==> src/meter_cfg_pkg.sv <==
// Constants shared by the meter command and configuration register pair
package meter_cfg_pkg;

  // ----------------------------------------------------------------
  // Register addresses and reset values
  // ----------------------------------------------------------------
  localparam logic [15:0] CMD_ADDR = 16'h004d;
  localparam logic [15:0] PSET_ADDR = 16'h004e;
  localparam logic [15:0] PSET_RESET = 16'h0000;
  // Writable bits of the parameter set: 6..10 and 12..15
  localparam logic [15:0] PSET_WMASK = 16'hf7c0;

  // ----------------------------------------------------------------
  // Parameter set field positions
  // ----------------------------------------------------------------
  localparam int PEAK_LSB = 6;
  localparam int AUTO_LSB = 8;
  localparam int SCALE_LSB = 12;
  localparam int NEUTRAL_BIT = 15;
  localparam logic [1:0] PEAK_RSVD = 2'h3;

  // ----------------------------------------------------------------
  // Command codes
  // ----------------------------------------------------------------
  localparam logic [15:0] CMD_FACT_ALL = 16'h0004;
  localparam logic [15:0] CMD_FACT_PARAM = 16'h0005;
  localparam logic [15:0] CMD_FACT_CAL = 16'h0006;
  localparam logic [15:0] CMD_ENERGY_SAVE = 16'h0011;
  localparam logic [15:0] CMD_ENERGY_CLEAR = 16'h0012;
  localparam logic [15:0] CMD_EXT_ALL = 16'h0021;
  localparam logic [15:0] CMD_EXT_FIRST = 16'h0022;
  localparam int EXT_COUNT = 8;

  // ----------------------------------------------------------------
  // Persistent store identifiers
  // ----------------------------------------------------------------
  localparam logic [5:0] PSET_ID = 6'h02;
  localparam logic [5:0] PARAM_ID_MAX = 6'h28;

endpackage

==> src/cmd_decode.sv <==
// Decoder from command code to action requests; 0x0004 raises two of them
`timescale 1ns/1ps
module cmd_decode (
  // Command word
  input wire logic valid,
  input wire logic [15:0] code,
  // Decoded actions
  output logic fact_regs,
  output logic fact_cal,
  output logic energy_save,
  output logic energy_clear,
  output logic ext_all,
  output logic [meter_cfg_pkg::EXT_COUNT-1:0] ext_sel
);

  // Unlisted codes leave every output low
  always_comb begin
    fact_regs = valid && (code == meter_cfg_pkg::CMD_FACT_ALL ||
                          code == meter_cfg_pkg::CMD_FACT_PARAM);
    fact_cal = valid && (code == meter_cfg_pkg::CMD_FACT_ALL ||
                         code == meter_cfg_pkg::CMD_FACT_CAL);
    energy_save = valid && code == meter_cfg_pkg::CMD_ENERGY_SAVE;
    energy_clear = valid && code == meter_cfg_pkg::CMD_ENERGY_CLEAR;
    ext_all = valid && code == meter_cfg_pkg::CMD_EXT_ALL;
    for (int i = 0; i < meter_cfg_pkg::EXT_COUNT; i++) begin
      ext_sel[i] = valid && code == meter_cfg_pkg::CMD_EXT_FIRST + 16'(i);
    end
  end

endmodule

==> src/meter_command_and_config_regs.sv <==
// Command and parameter-set register pair of a three-phase meter
//
// Summary of operation
// The parameter set is mirrored to persistent storage by numbered identifier on every bus write and factory restore.
// Code 0x0004 restores registers, parameters and calibration data to factory values.
// Code 0x0005 restores registers and parameters but leaves calibration data alone.
// Code 0x0006 restores only the calibration data.
// Code 0x0011 commits accumulated energy to persistent storage at once.
// Code 0x0012 zeroes every energy accumulator.
// Code 0x0021 clears all extremes and 0x0022 to 0x0029 clear one extreme each in order.
// Bits 7:6 choose the peak-measurement phase, with value 3 reserved.
// Bits 8 to 10 enable automatic min/max deletion for phases one to three.
// Bits 12 to 14 enable transformer-divisor current scaling for phases one to three.
// Bit 15 enables transformer-divisor scaling of the neutral current.
// The register master programs every transformer divisor between 1 and 2500.
// Reserved bits 0 to 5 and 11 ignore writes and read as zero.
// Each command write fires its action once and unlisted codes do nothing.
`timescale 1ns/1ps
module meter_command_and_config_regs (
  // Clock and reset
  input wire logic REF_CLK,
  input wire logic RST_N,
  // Register access port
  input wire logic [15:0] REG_ADDR,
  input wire logic REG_WR,
  input wire logic [15:0] REG_WDATA,
  input wire logic REG_RD,
  output logic [15:0] REG_RDATA,
  output logic REG_RVALID,
  // Persistent store restore and write
  input wire logic NV_RESTORE,
  input wire logic [15:0] NV_RESTORE_DATA,
  output logic NV_WR_REQ,
  output logic [5:0] NV_WR_ID,
  output logic [15:0] NV_WR_DATA,
  // Action pulses
  output logic FACTORY_REGS,
  output logic FACTORY_CAL,
  output logic ENERGY_SAVE,
  output logic ENERGY_CLEAR,
  output logic EXTREME_CLEAR_ALL,
  output logic [meter_cfg_pkg::EXT_COUNT-1:0] EXTREME_CLEAR,
  // Configuration
  output logic [1:0] PEAK_PHASE,
  output logic [2:0] AUTO_CLEAR_EN,
  output logic [2:0] CT_SCALE_EN,
  output logic CT_SCALE_N
);

  localparam int EXTN = meter_cfg_pkg::EXT_COUNT;

  // ----------------------------------------------------------------
  // Helpers
  // ----------------------------------------------------------------

  // Masks reserved bits and refuses the reserved phase code
  function automatic logic [15:0] merge_pset(input logic [15:0] old_v,
                                             input logic [15:0] new_v);
    logic [15:0] res;
    res = new_v & meter_cfg_pkg::PSET_WMASK;
    if (res[meter_cfg_pkg::PEAK_LSB +: 2] == meter_cfg_pkg::PEAK_RSVD) begin
      res[meter_cfg_pkg::PEAK_LSB +: 2] = old_v[meter_cfg_pkg::PEAK_LSB +: 2];
    end
    return res;
  endfunction

  logic cmd_wr;
  logic pset_wr;
  logic d_fact_regs;
  logic d_fact_cal;
  logic d_save;
  logic d_clear;
  logic d_ext_all;
  logic [EXTN-1:0] d_ext;

  // Address decode; the command word is decoded in the same cycle
  assign cmd_wr = REG_WR && REG_ADDR == meter_cfg_pkg::CMD_ADDR;
  assign pset_wr = REG_WR && REG_ADDR == meter_cfg_pkg::PSET_ADDR;

  cmd_decode u_decode (
    .valid(cmd_wr),
    .code(REG_WDATA),
    .fact_regs(d_fact_regs),
    .fact_cal(d_fact_cal),
    .energy_save(d_save),
    .energy_clear(d_clear),
    .ext_all(d_ext_all),
    .ext_sel(d_ext)
  );

  // ----------------------------------------------------------------
  // Action pulses
  // ----------------------------------------------------------------
  logic [EXTN+4:0] act_reg;
  logic [EXTN+4:0] act_next;

  // Pulses last one cycle because the decode is only live on the write
  always_comb begin
    act_next = {d_ext, d_ext_all, d_clear, d_save, d_fact_cal, d_fact_regs};
  end

  always_ff @(posedge REF_CLK or negedge RST_N) begin
    if (!RST_N) begin
      act_reg <= '0;
    end else begin
      act_reg <= act_next;
    end
  end

  assign FACTORY_REGS = act_reg[0];
  assign FACTORY_CAL = act_reg[1];
  assign ENERGY_SAVE = act_reg[2];
  assign ENERGY_CLEAR = act_reg[3];
  assign EXTREME_CLEAR_ALL = act_reg[4];
  assign EXTREME_CLEAR = act_reg[EXTN+4:5];

  // ----------------------------------------------------------------
  // Parameter set and persistent mirror
  // ----------------------------------------------------------------
  logic [15:0] pset_reg;
  logic [15:0] pset_next;
  logic save_reg;
  logic save_next;
  logic [15:0] nvdata_reg;
  logic [15:0] nvdata_next;

  // Factory restore outranks a bus write, which outranks a restore from store.
  // A restore from store is not written back, so power-up stays quiet.
  always_comb begin
    pset_next = pset_reg;
    save_next = 1'b0;
    if (FACTORY_REGS) begin
      pset_next = meter_cfg_pkg::PSET_RESET;
      save_next = 1'b1;
    end else if (pset_wr) begin
      pset_next = merge_pset(pset_reg, REG_WDATA);
      save_next = 1'b1;
    end else if (NV_RESTORE) begin
      pset_next = merge_pset(pset_reg, NV_RESTORE_DATA);
    end
    nvdata_next = save_next ? pset_next : nvdata_reg;
  end

  always_ff @(posedge REF_CLK or negedge RST_N) begin
    if (!RST_N) begin
      pset_reg <= meter_cfg_pkg::PSET_RESET;
      save_reg <= 1'b0;
      nvdata_reg <= meter_cfg_pkg::PSET_RESET;
    end else begin
      pset_reg <= pset_next;
      save_reg <= save_next;
      nvdata_reg <= nvdata_next;
    end
  end

  assign NV_WR_REQ = save_reg;
  assign NV_WR_ID = meter_cfg_pkg::PSET_ID;
  assign NV_WR_DATA = nvdata_reg;

  // Configuration fields straight from the register
  assign PEAK_PHASE = pset_reg[meter_cfg_pkg::PEAK_LSB +: 2];
  assign AUTO_CLEAR_EN = pset_reg[meter_cfg_pkg::AUTO_LSB +: 3];
  assign CT_SCALE_EN = pset_reg[meter_cfg_pkg::SCALE_LSB +: 3];
  assign CT_SCALE_N = pset_reg[meter_cfg_pkg::NEUTRAL_BIT];

  // ----------------------------------------------------------------
  // Read path
  // ----------------------------------------------------------------
  logic [15:0] rdata_reg;
  logic [15:0] rdata_next;
  logic rvalid_reg;
  logic rvalid_next;

  // Command register is write-only and unmapped addresses read zero
  always_comb begin
    rvalid_next = REG_RD;
    rdata_next = (REG_RD && REG_ADDR == meter_cfg_pkg::PSET_ADDR) ? pset_reg : 16'h0000;
  end

  always_ff @(posedge REF_CLK or negedge RST_N) begin
    if (!RST_N) begin
      rdata_reg <= 16'h0000;
      rvalid_reg <= 1'b0;
    end else begin
      rdata_reg <= rdata_next;
      rvalid_reg <= rvalid_next;
    end
  end

  assign REG_RDATA = rdata_reg;
  assign REG_RVALID = rvalid_reg;
endmodule

==> config.mk <==
export PLATFORM = sky130hd
export DESIGN_NAME = meter_command_and_config_regs
export DESIGN_NICKNAME = d
export VERILOG_FILES = /design/src/meter_cfg_pkg.sv /design/src/cmd_decode.sv /design/src/meter_command_and_config_regs.sv
export SDC_FILE = /design/constraint.sdc
export NUM_CORES = 1
export LEC_CHECK = 0
export ABC_AREA = 0
export BUFFER_PORTS_ARGS = -buffer_cell sky130_fd_sc_hd__buf_2
export CORE_ASPECT_RATIO = 1.5
export CORE_MARGIN = 4
export CORE_UTILIZATION = 50
export CTS_CLUSTER_SIZE = 14
export DETAILED_ROUTE_END_ITERATION = 16
export PLACE_DENSITY = 0.85
export RECOVER_POWER = 100
export SYNTH_ARGS = -nofsm -noshare
export SYNTH_HDL_FRONTEND = slang
export SYNTH_SLANG_ARGS = --single-unit
==> constraint.sdc <==
create_clock -name REF_CLK -period 2.67 [get_ports REF_CLK]
set_input_delay 0 -clock REF_CLK [delete_from_list [all_inputs] [get_ports REF_CLK]]
set_output_delay 0 -clock REF_CLK [all_outputs]
set_load 0.02 [all_outputs]
==> flow_metrics.tcl <==
set metrics [dict create \
    p_leak_nw 1.59 \
    nets 375 \
    layout-area-overhead-vs-synth_pct 32.3 \
    initial_core_util_pct 52.1 \
    hold_viol_final 0 \
    cts.clk_slew.worst_paths_ns 0.06 \
    cts_num_sinks 63 \
    clk_latency_ns 0.32 \
    setup_viol 0 \
    reg2reg_depth 4 \
    slew_violations 0 \
    max_freq_ghz 0.422 \
    finClkSkew_ns 0.00571 \
    cp_max_fo 5 \
    arrival_ns 2.63 \
    pin_count 115 \
    groute.usage.overall_pct 20.4 \
    ys_top_cells_by_area "dfrtp_1 (62%), and2_1 (5.9%), buf_4 (4.5%)" \
    gr-total-overflow 0 \
    crit_required_ns 2.93 \
    die-area_sq_um 6270 \
    hold_path_startpoint "REG_WDATA[6]" \
    rows 31 \
    finalSetupTns_ns 0 \
    pwr-share-clk_pct 41.1 \
    gp_congestion 0.801 \
    die_y_microns 95.0 \
    via_per_inst 4.99 \
    slew_headroom_pct 15.2 \
    swShare_pct 22.5 \
    antenna_found_initial 0 \
    share_comb_of_total_power_pct 8.8 \
    first_pass_iters 4 \
    cts_tree "done" \
    worstSetupStartpointType "input pin" \
    crit_path_end_kind "flip-flop" \
    place_ws_ns 0.815 \
    routed-via-count 1957 \
    synthDistinctLibCells 37 \
    h-tree-depth 3 \
    status "completed" \
    wl_per_cell_microns 15.1 \
    post_cts_resize_count 0 \
    yosys.area.top_type "dfrtp_1" \
    power_switching_mw 0.441 \
    critPathKind "input pin to flip-flop" \
    grt_pass1_wl_microns 9420 \
    place_hpwl_microns 4270 \
    p_int_mw 1.52 \
    synth.top_cell.area_share_pct 62.5 \
    grt_max_degree 27 \
    power_density_nw_per_um2 587 \
    synth_edf_count 0 \
    io_buffers 101 \
    pwr-share-seq_pct 50.1 \
    irDropWorstVdd_mv 0.324 \
    ys_seq_elements 63 \
    hold_path.class "input pin to flip-flop" \
    synthFlopType "dfrtp_1" \
    synth_cells 200 \
    cts.root.buffer_cell "clkbuf_8" \
    worst_pin_slew_ns 1.27 \
    r2r_start "act_reg[0]" \
    wl_microns 5940 \
    clk_path_buf_depth 2 \
    drc_errors 0 \
    ys_seq_area_share_pct 62.5 \
    finalWorstSetupSlack_ns 0.299 \
    rsz0062_at_grt "false" \
    fin_util_pct 68.9 \
    postSynth.asyncResetShare_pct 100 \
    drt-initial-drc-count 121 \
    synth_area_sq_um 2520 \
    grt_pass1_vias 1965 \
    num_antenna_cells 0 \
    synth_warnings 0 \
    placedCellCount 353 \
    hold_depth 3 \
    core_sq_um 4850 \
    syn_avg_cell_area_sq_um 12.6 \
    min_period_over_period_pct 88.8 \
    fin_cells 392 \
    numCtsBuffers 9 \
    crit_path_start "REG_WDATA[7]" \
    drive_gt1_share_pct 18.1 \
    min_period_ns 2.37 \
    cap_viol_max_count 0 \
    ant_nets 0 \
    die_x_microns 66.0 \
]
## layout make-up
cell class,instances,area [sq um]
Fill cell,381,1510
Tap cell,66,82.6
Sequential cell,63,1580
Timing Repair Buffer,127,677
Multi-Input combinational cell,115,782
Clock buffer,12,155
Inverter,6,22.5
Clock inverter,3,42.5
## worst paths after layout
kind                            endpoint  slack, ns
hold / removal             NV_WR_DATA[6]       0.03
hold reg to reg             REG_RDATA[4]       0.48
setup / recovery              act_reg[6]       0.30
min in group asynchronous  NV_WR_DATA[1]       0.27
setup reg to reg            pset_reg[10]       0.40
max in group asynchronous    pset_reg[6]       0.77
## cells in the final DEF, fill, tap and decap left out, drive strengths merged, types with 2 or more instances in the layout
cell type     n
nor3b         4
nand4         3
or3           2
nand2         3
nor4          5
o22ai         4
dlygate4sd3  24
and2b         2
buf          40
and2         24
nor2          9
inv           6
dfrtp        63
mux2i         7
nand3         3
o21ai         2
a22o          7
nor3          4
or4           5
and3          7
clkbuf       75
o2bb2ai       9
conb          6
nor4b         2
## kinds of logic after synthesis
| kind of cell | share of synthesized area, % |
|---|---|
| compound gates | 7.34 |
| buf+inv | 6.15 |
| mux | 2.78 |
| other cells | 0.298 |
| flops | 62.5 |
| simple gates | 21.0 |
## worst max-delay path: stages
cell and delay [ns]:
dlygate4sd3_1 0.53, clkbuf_1 0.13, or4b_1 0.59, or4_1 0.52
nor4_1 0.28, dlygate4sd3_1 0.59
## power groups by stage
stage / Sequential, mW / Combinational (mW) / Clock, mW
finish: 0.982 / 0.172 / 0.807
CTS: 0.981 / 0.178 / 0.820
detailed placement: 0.999 / 0.146 / 0
global placement: 0.997 / 0.142 / 0
global route: 0.984 / 0.191 / 0.870
floorplan: 0.998 / 0.0836 / 0
## timing repair
action | CTS | global route
hold buffers | 24 | 0
setup endpoints to repair | 0 | 0
setup buffers | 0 | 0
hold endpoints to repair | 87 | 0
## synthesized netlist by cell type, drive strengths merged (3+ instances only)
library cell	n
o2bb2ai	9
nand4	3
nand2	3
or4	5
clkbuf	4
nor2	9
and2	24
mux2i	7
nor3b	4
buf	16
nand3	3
dfrtp	63
inv	6
o22ai	4
nor4	5
nor3	4
and3	7
a22o	7
## routing by layer
layer,wire (microns),track usage (%)
met2,3230,35.9
met4,131,12.2
met3,410,4.01
met1,2170,22.5
met5,0,0
## stage by stage
step	power, mW	hold slack (ns)	cell area, sq um
after global routing	2.04	0.0289	3340
after global placement	1.14	-0.0908	3010
after CTS	1.98	0.000494	3450
after detailed placement	1.14	-0.0815	3010
after floorplan	1.08	-0.296	2540
final	1.96	0.0281	3340
Power figures use the tool's default switching activity.
